$ cat config.mk
export PLATFORM = sky130hd
export DESIGN_NAME = rl_parser
export DESIGN_NICKNAME = d
export VERILOG_FILES = /design/src/hw/rl_parser_pkg.sv /design/src/hw/rl_parser.sv
export VERILOG_INCLUDE_DIRS = /design/src /design/src/hw
export SDC_FILE = /design/constraint.sdc
export NUM_CORES = 1
export LEC_CHECK = 0
export ABC_AREA = 1
export BUFFER_PORTS_ARGS = -buffer_cell sky130_fd_sc_hd__buf_2
export CAP_MARGIN = 25
export CORE_ASPECT_RATIO = 0.75
export CORE_MARGIN = 2
export CORE_UTILIZATION = 43
export DETAILED_ROUTE_END_ITERATION = 8
export GPL_TIMING_DRIVEN = 0
export PLACE_DENSITY_LB_ADDON = 0.12
export SYNTH_ARGS = -nofsm -noshare
export SYNTH_HDL_FRONTEND = slang
export SYNTH_SLANG_ARGS = --single-unit
$ cat constraint.sdc
create_clock -name ref_clk_in -period 2.97 [get_ports ref_clk_in]
set_input_delay 0.594 -clock ref_clk_in [delete_from_list [all_inputs] [get_ports ref_clk_in]]
set_output_delay 0.594 -clock ref_clk_in [all_outputs]
set_load 0.01 [all_outputs]
$ cat src/hw/rl_parser_defines.svh
// register map, field positions, reset values and byte offsets of the parser
// assumes inclusion by the parser module only
`ifndef RL_PARSER_DEFINES_SVH
`define RL_PARSER_DEFINES_SVH

// ----------------------------------------
// register byte addresses
// ----------------------------------------
`define ADDR_CTRL      8'h00
`define ADDR_KIND      8'h04
`define ADDR_RL_ID     8'h08
`define ADDR_RL_POS    8'h0c
`define ADDR_RL_SHIFT  8'h10
`define ADDR_UPD       8'h14
`define ADDR_STATUS    8'h18

// ----------------------------------------
// fields and reset values
// ----------------------------------------
`define CTRL_EN_BIT       0
`define CTRL_UPD_BIT      1
`define CTRL_RESET        2'h3
`define KIND_RL_RESET     8'h01
`define KIND_UPD_RESET    8'h02
`define RESP_OKAY         2'h0
`define RESP_SLVERR       2'h2

// ----------------------------------------
// body byte offsets
// ----------------------------------------
`define RL_OFS_SPOT_HI    8'h01
`define RL_OFS_SPOT_LO    8'h02
`define RL_OFS_HUB        8'h03
`define RL_OFS_RSVD       8'h04
`define RL_OFS_SLOT_HI    8'h05
`define RL_OFS_SLOT_LO    8'h06
`define RL_OFS_HEMI       8'h07
`define RL_OFS_FRAME      8'h08
`define RL_OFS_SHIFT_HI   8'h09
`define RL_OFS_SHIFT_MID  8'h0a
`define RL_OFS_SHIFT_LO   8'h0b
`define UPD_OFS_NET_LO    8'h01
`define UPD_OFS_LIST      8'h02
`define SHIFT_STEP_HZ     100

`endif

$ cat src/hw/rl_parser_pkg.sv
// types shared by the descriptor parser
// assumes nothing of its surroundings
`default_nettype none
package rl_parser_pkg;
  typedef enum logic [1:0] {ST_KIND, ST_LEN, ST_BODY} parse_state_t;
  typedef enum logic [1:0] {KIND_RL, KIND_UPD, KIND_OTHER} desc_kind_t;
endpackage
`default_nettype wire

$ cat src/hw/rl_parser.sv
// return link and table update descriptor parser with an axi4-lite register slave
// assumes a byte stream synchronous to ref_clk_in, one descriptor after another
//
// Overview of operation
// first byte is the kind code selecting the layout
// second byte counts body bytes and bounds body decoding
// return link body decoded msb first in fixed field order
// reserved bits skipped and never affect results
// sender randomises reserved bits in encrypted unicast messages
// spacecraft number captured as the carrying satellite
// spot number captured as the carrying beam
// hub station number captured as receiving ground station
// orbital slot kept as four bcd digits, point after third
// hemisphere bit 0 west, 1 east
// frame group select captured for frame group table matching
// frequency shift signed 24 bit in 100 hz steps
// frequency shift not applied when message is broadcast
// bytes past fixed fields passed out as vendor bytes
// update body is network number then code and revision pairs
// each table kind code flags an imminent table change
// 5 bit revision captured as the table's next version
// table update notices may be discarded entirely
// header version tracking is left untouched by notices
// table kind codes are not filtered to any table family
// network sends no notice for whole-period start time moves
// entry pulses let the scan logic restrict table scanning
// entry count follows byte count; trailing half entry dropped
`default_nettype none
`include "rl_parser_defines.svh"

module rl_parser (
  input  wire logic        ref_clk_in,          // 50 mhz clock
  input  wire logic        rst_n_in,            // async reset, active low
  input  wire logic [7:0]  awaddr_in,           // write address
  input  wire logic        awvalid_in,          // write address valid
  output logic             awready_out,         // write address ready
  input  wire logic [31:0] wdata_in,            // write data
  input  wire logic [3:0]  wstrb_in,            // write byte strobes
  input  wire logic        wvalid_in,           // write data valid
  output logic             wready_out,          // write data ready
  output logic [1:0]       bresp_out,           // write response
  output logic             bvalid_out,          // write response valid
  input  wire logic        bready_in,           // write response ready
  input  wire logic [7:0]  araddr_in,           // read address
  input  wire logic        arvalid_in,          // read address valid
  output logic             arready_out,         // read address ready
  output logic [31:0]      rdata_out,           // read data
  output logic [1:0]       rresp_out,           // read response
  output logic             rvalid_out,          // read data valid
  input  wire logic        rready_in,           // read data ready
  input  wire logic [7:0]  byte_in,             // descriptor byte
  input  wire logic        byte_valid_in,       // byte strobe
  input  wire logic        restart_in,          // next byte is a kind code
  input  wire logic        broadcast_in,        // current message is broadcast
  output logic [7:0]       spacecraft_number_out,  // carrying satellite
  output logic [15:0]      spot_number_out,     // carrying beam
  output logic [7:0]       hub_station_number_out, // receiving station
  output logic [15:0]      orbital_slot_out,    // four bcd digits
  output logic             hemisphere_east_out, // 1 east, 0 west
  output logic [7:0]       frame_group_select_out, // superframe label
  output logic [23:0]      freq_shift_out,      // signed, 100 hz steps
  output logic             freq_shift_apply_out,// shift may be applied
  output logic             rl_done_out,         // return link fields updated
  output logic [7:0]       vendor_byte_out,     // opaque vendor byte
  output logic             vendor_valid_out,    // vendor byte strobe
  output logic [15:0]      network_number_out,  // network of the notice
  output logic [7:0]       table_kind_code_out, // table about to change
  output logic [4:0]       revision_out,        // its next version
  output logic             entry_valid_out      // update entry strobe
);

  // ----------------------------------------
  // state
  // ----------------------------------------
  rl_parser_pkg::parse_state_t state_reg;
  rl_parser_pkg::desc_kind_t   kind_reg;
  logic [7:0]  rem_reg;
  logic [7:0]  idx_reg;
  logic [1:0]  ctrl_reg;
  logic [7:0]  kind_rl_reg;
  logic [7:0]  kind_upd_reg;
  logic [7:0]  sc_work_reg;
  logic [15:0] spot_work_reg;
  logic [7:0]  hub_work_reg;
  logic [15:0] slot_work_reg;
  logic        east_work_reg;
  logic [7:0]  frame_work_reg;
  logic [15:0] shift_work_reg;
  logic [7:0]  code_work_reg;
  logic [7:0]  rl_count_reg;
  logic [7:0]  entry_count_reg;
  logic [7:0]  partial_count_reg;
  logic        aw_have_reg;
  logic        w_have_reg;
  logic [7:0]  aw_addr_reg;
  logic [31:0] w_data_reg;
  logic [3:0]  w_strb_reg;
  logic        body_byte;
  logic        body_last;

  assign body_byte = byte_valid_in && !restart_in && (state_reg == rl_parser_pkg::ST_BODY);
  assign body_last = body_byte && (rem_reg == 8'h01);

  function automatic rl_parser_pkg::desc_kind_t kind_of(input logic [7:0] code);
    if (!ctrl_reg[`CTRL_EN_BIT])
      return rl_parser_pkg::KIND_OTHER;
    else if (code == kind_rl_reg)
      return rl_parser_pkg::KIND_RL;
    else if (code == kind_upd_reg && ctrl_reg[`CTRL_UPD_BIT])
      return rl_parser_pkg::KIND_UPD;
    else
      return rl_parser_pkg::KIND_OTHER;
  endfunction

  function automatic logic addr_ok(input logic [7:0] a);
    return a == `ADDR_CTRL || a == `ADDR_KIND || a == `ADDR_RL_ID || a == `ADDR_RL_POS ||
           a == `ADDR_RL_SHIFT || a == `ADDR_UPD || a == `ADDR_STATUS;
  endfunction

  function automatic logic [7:0] merge(input logic [7:0] old_v, input logic [7:0] new_v,
                                       input logic s);
    return s ? new_v : old_v;
  endfunction

  // ----------------------------------------
  // framing
  // ----------------------------------------
  always_ff @(posedge ref_clk_in or negedge rst_n_in) begin
    if (!rst_n_in) begin
      state_reg <= rl_parser_pkg::ST_KIND;
      kind_reg  <= rl_parser_pkg::KIND_OTHER;
      rem_reg   <= 8'h00;
      idx_reg   <= 8'h00;
    end else if (restart_in) begin
      state_reg <= rl_parser_pkg::ST_KIND;
    end else if (byte_valid_in) begin
      case (state_reg)
        rl_parser_pkg::ST_KIND: begin
          kind_reg  <= kind_of(byte_in);
          state_reg <= rl_parser_pkg::ST_LEN;
        end
        rl_parser_pkg::ST_LEN: begin
          rem_reg   <= byte_in;
          idx_reg   <= 8'h00;
          state_reg <= (byte_in == 8'h00) ? rl_parser_pkg::ST_KIND : rl_parser_pkg::ST_BODY;
        end
        rl_parser_pkg::ST_BODY: begin
          rem_reg <= rem_reg - 8'h01;
          idx_reg <= idx_reg + 8'h01;
          if (rem_reg == 8'h01)
            state_reg <= rl_parser_pkg::ST_KIND;
        end
        default: state_reg <= rl_parser_pkg::ST_KIND;
      endcase
    end
  end

  // ----------------------------------------
  // return link fields
  // ----------------------------------------
  always_ff @(posedge ref_clk_in or negedge rst_n_in) begin
    if (!rst_n_in) begin
      sc_work_reg            <= 8'h00;
      spot_work_reg          <= 16'h0000;
      hub_work_reg           <= 8'h00;
      slot_work_reg          <= 16'h0000;
      east_work_reg          <= 1'b0;
      frame_work_reg         <= 8'h00;
      shift_work_reg         <= 16'h0000;
      spacecraft_number_out  <= 8'h00;
      spot_number_out        <= 16'h0000;
      hub_station_number_out <= 8'h00;
      orbital_slot_out       <= 16'h0000;
      hemisphere_east_out    <= 1'b0;
      frame_group_select_out <= 8'h00;
      freq_shift_out         <= 24'h000000;
      freq_shift_apply_out   <= 1'b0;
      rl_done_out            <= 1'b0;
      vendor_byte_out        <= 8'h00;
      vendor_valid_out       <= 1'b0;
      rl_count_reg           <= 8'h00;
    end else begin
      rl_done_out      <= 1'b0;
      vendor_valid_out <= 1'b0;
      if (body_byte && kind_reg == rl_parser_pkg::KIND_RL) begin
        case (idx_reg)
          8'h00:             sc_work_reg          <= byte_in;
          `RL_OFS_SPOT_HI:   spot_work_reg[15:8]  <= byte_in;
          `RL_OFS_SPOT_LO:   spot_work_reg[7:0]   <= byte_in;
          `RL_OFS_HUB:       hub_work_reg         <= byte_in;
          `RL_OFS_RSVD:      ;
          `RL_OFS_SLOT_HI:   slot_work_reg[15:8]  <= byte_in;
          `RL_OFS_SLOT_LO:   slot_work_reg[7:0]   <= byte_in;
          `RL_OFS_HEMI:      east_work_reg        <= byte_in[0];
          `RL_OFS_FRAME:     frame_work_reg       <= byte_in;
          `RL_OFS_SHIFT_HI:  shift_work_reg[15:8] <= byte_in;
          `RL_OFS_SHIFT_MID: shift_work_reg[7:0]  <= byte_in;
          `RL_OFS_SHIFT_LO: begin
            // fields publish together so readers never see a half-updated set
            spacecraft_number_out  <= sc_work_reg;
            spot_number_out        <= spot_work_reg;
            hub_station_number_out <= hub_work_reg;
            orbital_slot_out       <= slot_work_reg;
            hemisphere_east_out    <= east_work_reg;
            frame_group_select_out <= frame_work_reg;
            if (!broadcast_in)
              freq_shift_out <= {shift_work_reg, byte_in};
            freq_shift_apply_out   <= !broadcast_in;
            rl_done_out            <= 1'b1;
            rl_count_reg           <= rl_count_reg + 8'h01;
          end
          default: begin
            vendor_byte_out  <= byte_in;
            vendor_valid_out <= 1'b1;
          end
        endcase
      end
    end
  end

  // ----------------------------------------
  // table update notice
  // ----------------------------------------
  // notices never touch header version tracking, which runs elsewhere  R19
  always_ff @(posedge ref_clk_in or negedge rst_n_in) begin
    if (!rst_n_in) begin
      network_number_out  <= 16'h0000;
      code_work_reg       <= 8'h00;
      table_kind_code_out <= 8'h00;
      revision_out        <= 5'h00;
      entry_valid_out     <= 1'b0;
      entry_count_reg     <= 8'h00;
      partial_count_reg   <= 8'h00;
    end else begin
      entry_valid_out <= 1'b0;
      if (body_byte && kind_reg == rl_parser_pkg::KIND_UPD) begin
        if (idx_reg == 8'h00)
          network_number_out[15:8] <= byte_in;
        else if (idx_reg == `UPD_OFS_NET_LO)
          network_number_out[7:0] <= byte_in;
        else if (!idx_reg[0]) begin
          code_work_reg <= byte_in;
          if (body_last)
            partial_count_reg <= partial_count_reg + 8'h01;
        end else begin
          table_kind_code_out <= code_work_reg;
          revision_out        <= byte_in[4:0];
          entry_valid_out     <= 1'b1;
          entry_count_reg     <= entry_count_reg + 8'h01;
        end
      end
    end
  end

  // ----------------------------------------
  // axi4-lite slave
  // ----------------------------------------
  always_ff @(posedge ref_clk_in or negedge rst_n_in) begin
    if (!rst_n_in) begin
      awready_out  <= 1'b1;
      wready_out   <= 1'b1;
      bvalid_out   <= 1'b0;
      bresp_out    <= `RESP_OKAY;
      aw_have_reg  <= 1'b0;
      w_have_reg   <= 1'b0;
      aw_addr_reg  <= 8'h00;
      w_data_reg   <= 32'h00000000;
      w_strb_reg   <= 4'h0;
      ctrl_reg     <= `CTRL_RESET;
      kind_rl_reg  <= `KIND_RL_RESET;
      kind_upd_reg <= `KIND_UPD_RESET;
    end else begin
      if (awvalid_in && awready_out) begin
        aw_have_reg <= 1'b1;
        aw_addr_reg <= awaddr_in;
        awready_out <= 1'b0;
      end
      if (wvalid_in && wready_out) begin
        w_have_reg  <= 1'b1;
        w_data_reg  <= wdata_in;
        w_strb_reg  <= wstrb_in;
        wready_out  <= 1'b0;
      end
      if (aw_have_reg && w_have_reg && !bvalid_out) begin
        bvalid_out  <= 1'b1;
        bresp_out   <= addr_ok(aw_addr_reg) ? `RESP_OKAY : `RESP_SLVERR;
        aw_have_reg <= 1'b0;
        w_have_reg  <= 1'b0;
        if (aw_addr_reg == `ADDR_CTRL && w_strb_reg[0])
          ctrl_reg <= w_data_reg[1:0];
        if (aw_addr_reg == `ADDR_KIND) begin
          kind_rl_reg  <= merge(kind_rl_reg, w_data_reg[7:0], w_strb_reg[0]);
          kind_upd_reg <= merge(kind_upd_reg, w_data_reg[15:8], w_strb_reg[1]);
        end
      end
      if (bvalid_out && bready_in) begin
        bvalid_out  <= 1'b0;
        awready_out <= 1'b1;
        wready_out  <= 1'b1;
      end
    end
  end

  always_ff @(posedge ref_clk_in or negedge rst_n_in) begin
    if (!rst_n_in) begin
      arready_out <= 1'b1;
      rvalid_out  <= 1'b0;
      rdata_out   <= 32'h00000000;
      rresp_out   <= `RESP_OKAY;
    end else if (arvalid_in && arready_out) begin
      arready_out <= 1'b0;
      rvalid_out  <= 1'b1;
      rresp_out   <= addr_ok(araddr_in) ? `RESP_OKAY : `RESP_SLVERR;
      case (araddr_in)
        `ADDR_CTRL:     rdata_out <= {30'h0, ctrl_reg};
        `ADDR_KIND:     rdata_out <= {16'h0000, kind_upd_reg, kind_rl_reg};
        `ADDR_RL_ID:    rdata_out <= {hub_station_number_out, spot_number_out,
                                      spacecraft_number_out};
        `ADDR_RL_POS:   rdata_out <= {frame_group_select_out, 7'h00, hemisphere_east_out,
                                      orbital_slot_out};
        `ADDR_RL_SHIFT: rdata_out <= {7'h00, freq_shift_apply_out, freq_shift_out};
        `ADDR_UPD:      rdata_out <= {3'h0, revision_out, table_kind_code_out,
                                      network_number_out};
        `ADDR_STATUS:   rdata_out <= {8'h00, partial_count_reg, entry_count_reg, rl_count_reg};
        default:        rdata_out <= 32'h00000000;
      endcase
    end else if (rvalid_out && rready_in) begin
      rvalid_out  <= 1'b0;
      arready_out <= 1'b1;
    end
  end
endmodule // rl_parser
`default_nettype wire

==> flow_summary.yaml <==
outcome:
  status: "finished, final reports clean"
final_layout:
  insertedDiodeCount: 0
  syn_to_final_growth_pct: 19.51
  final_cell_mix: "nand2_1, dfrtp_1, buf_2"
  drive_gt1_frac: 0.1595
  final_cells: 2563
  top_register: "rdata_out"
  final_nets: 2162
  fillers: 3300
  final_common_cell: "nand2_1"
  top_regs: "rdata_out: 32 flops, freq_shift_out: 24 flops"
  design_area_um2: 17910
  largest_register_ffs: 32
  final_util: 0.5194
placement:
  io_buffers: 212
  dp_cells: 2497
  hpwl_um: 37060
  post_dp_cell_area_um2: 16710
  place_congestion: 0.9011
  place_ws_ns: 0.2302
global_routing:
  grt_usage: 0.2800
  first_global_vias: 12780
  overflow: 0
  antenna_found_initial: 0
  grt_pass1_wl_um: 76920
  grt_max_degree: 125
drt:
  routed_wl_um: 50540
  drc: 0
  ant_nets: 0
  via_count: 13590
  viasPerCell: 5.302
  drtIter0Drc: 1323
  first_pass_iters: 5
  wire_per_inst_um: 19.72
timing:
  finalSetupViolations: 0
  worst_slew_pin_slew_ns: 0.8844
  grt_setup_unrepaired: "false"
  final.setup.worst_slack_ns: 0.2934
  fin_crit_sh: 0.9012
  finalHoldViolCount: 0
  slew_headroom: 0.4104
  min_period_ns: 2.677
  fin_worst_skew_ns: 0.02660
  drv_slew: 0
  max_freq_ghz: 0.3736
power_and_ir_drop:
  p_seq_frac: 0.470
  combPwrFrac: 0.120
  clkPwrFrac: 0.411
  p_leak_nw: 9.646
  peakVddDrop_uv: 447.8
  power.density_nw_per_um2: 613.9
  p_sw_frac: 0.2794
  internal_power_w: 0.007921
  p_switching_w: 0.003072
hold_path:
  hold_path.class: "primary input to flop"
setup_path:
  cp_slowest_cell: "nand4_1"
  crit_buf_inv: 5
  critPathLaunchType: "flop"
  critical_path_peak_fanout: 10
  cp_common_cell: "inv_1"
  critPathRequiredTime_ns: 3.35
  cp_cell_sequence: "inv_1 -> ha_1 -> buf_4 -> inv_2 -> nor2_4 -> nand3_2 -> inv_1 -> nand4_1 -> clkbuf_1 -> nand2_1 -> o21ai_0"
  critical-path-max-stage-delay_ns: 0.59
  critPathKind: "flop to flop"
  cp-end-kind: "flop"
  arrival_ns: 3.05
  crit_family: "simple AND/OR/NAND/NOR gates"
  reg2reg_slack_ns: 0.29
synthesis:
  synthArstFlopShare: 1.000
  netlist_top_cells_area: "dfrtp_1, nand2_1, o21ai_0, nand3_1, inv_1"
  synth_top_area_frac: 0.5411
  synth_top_cell_by_area: "dfrtp_1"
  synth-edff-count: 0
  synthCells: 1824
  avgSynthCellArea_um2: 8.214
  synth-seq-cells: 332
  synthDistinctLibCells: 43
  synth_flop_cell: "dfrtp_1"
  netlist_area_um2: 14980
  yosysWarningCount: 0
  seq_area_frac_synth: 0.5552
clock_tree:
  tritoncts: "yes"
  clkLatencyLatePin_ns: 0.54
  clockRootBuffer: "clkbuf_16"
  clock_sinks: 332
  ctsResizeCount: 0
  cts_made_buffers: 37
  ctsHtreeMaxLevel: 2
  cts_buffer_depth: 3
  clkSlewWorstSetupHoldPaths_ns: 0.06
  cts_setup_buffers: 0
floorplan:
  start_util: 0.4346
  ios: 233
  die_x_um: 219.5
  core-area_um2: 34470
  dieHeight_um: 165.7
  die-area_um2: 36370
  rows: 59
run:
  timing.max_cap.violations: 0
[stage by stage]
step / hold slack, ns / setup TNS [ns] / power (W)
after floorplan: 0.2984 / 0 / 0.005987
after global placement: 0.4441 / -1695.68 / 0.006505
after detailed placement: 0.3723 / 0 / 0.006546
after CTS: 0.2162 / 0 / 0.01104
after global routing: 0.2458 / 0 / 0.01147
final: 0.2303 / 0 / 0.01099
[what timing repair did]
action                                  in CTS  in global routing
endpoints found under the hold margin        1                  0
hold buffers                                 1                  0
endpoints found under the setup margin       0                  0
[power by group through the flow]
| stage | logic, W | clock network, W | registers, W |
|---|---|---|---|
| after CTS | 0.00132 | 0.00456 | 0.00516 |
| after global placement | 0.00127 | 0 | 0.00523 |
| after floorplan | 0.000798 | 0 | 0.00519 |
| after detailed placement | 0.00131 | 0 | 0.00524 |
| final | 0.00132 | 0.00451 | 0.00516 |
| after global routing | 0.00149 | 0.00477 | 0.00521 |
[worst paths after layout]
kind / startpoint / to / cells past startpoint
max reg2reg: state_reg[0] / hub_work_reg[6] / 11
min reg2reg: slot_work_reg[10] / orbital_slot_out[10] / 2
max in group asynchronous: rst_n_in / hub_station_number_out[0] / 5
max: state_reg[0] / hub_work_reg[6] / 11
min in group asynchronous: rst_n_in / vendor_valid_out / 2
min: awvalid_in / awready_out / 2
[cell usage after synthesis (all sizes together) (3+ instances only)]
cell,n
nand3,181
nor2,73
a31oi,5
a21oi,17
o22ai,3
nor3,17
inv,124
o21ai,189
nand4,20
nand2,713
buf,31
a21o,4
dfrtp,324
ha,12
clkbuf,55
xor2,16
dfstp,8
xnor2,12
nor4,5
[final cells by class]
cell class,count,area [um2],area share
Clock inverter,11,102.6,0.005730
Inverter,125,469.2,0.02620
Multi-Input combinational cell,1282,5814,0.3247
Buffer,86,385.4,0.02152
Tap cell,457,571.8,0.03193
Sequential cell,332,8318,0.4645
Clock buffer,54,1081,0.06037
Timing Repair Buffer,216,1164,0.06499
[logic make-up after synthesis]
group,after synthesis,synth area share
buffers and inverters,211,0.05704
DFF,332,0.5552
and+or+nand+nor,1015,0.2822
other,1,0.0002503
adders and majority gates,12,0.01002
AOI/OAI and AO/OA,225,0.07900
xor gates and xnor gates,28,0.01637
[routing by layer]
metal / wire, um / vias up / global-route usage / share of wire
met5: 0 / - / 0 / 0
met4: 1685 / 0 / 0.09371 / 0.033
met3: 3888 / 99 / 0.05565 / 0.077
met2: 21600 / 522 / 0.4006 / 0.43
met1: 23370 / 6597 / 0.4235 / 0.46
li1: - / 6372 / - / -
Power figures use the tool's default switching activity.
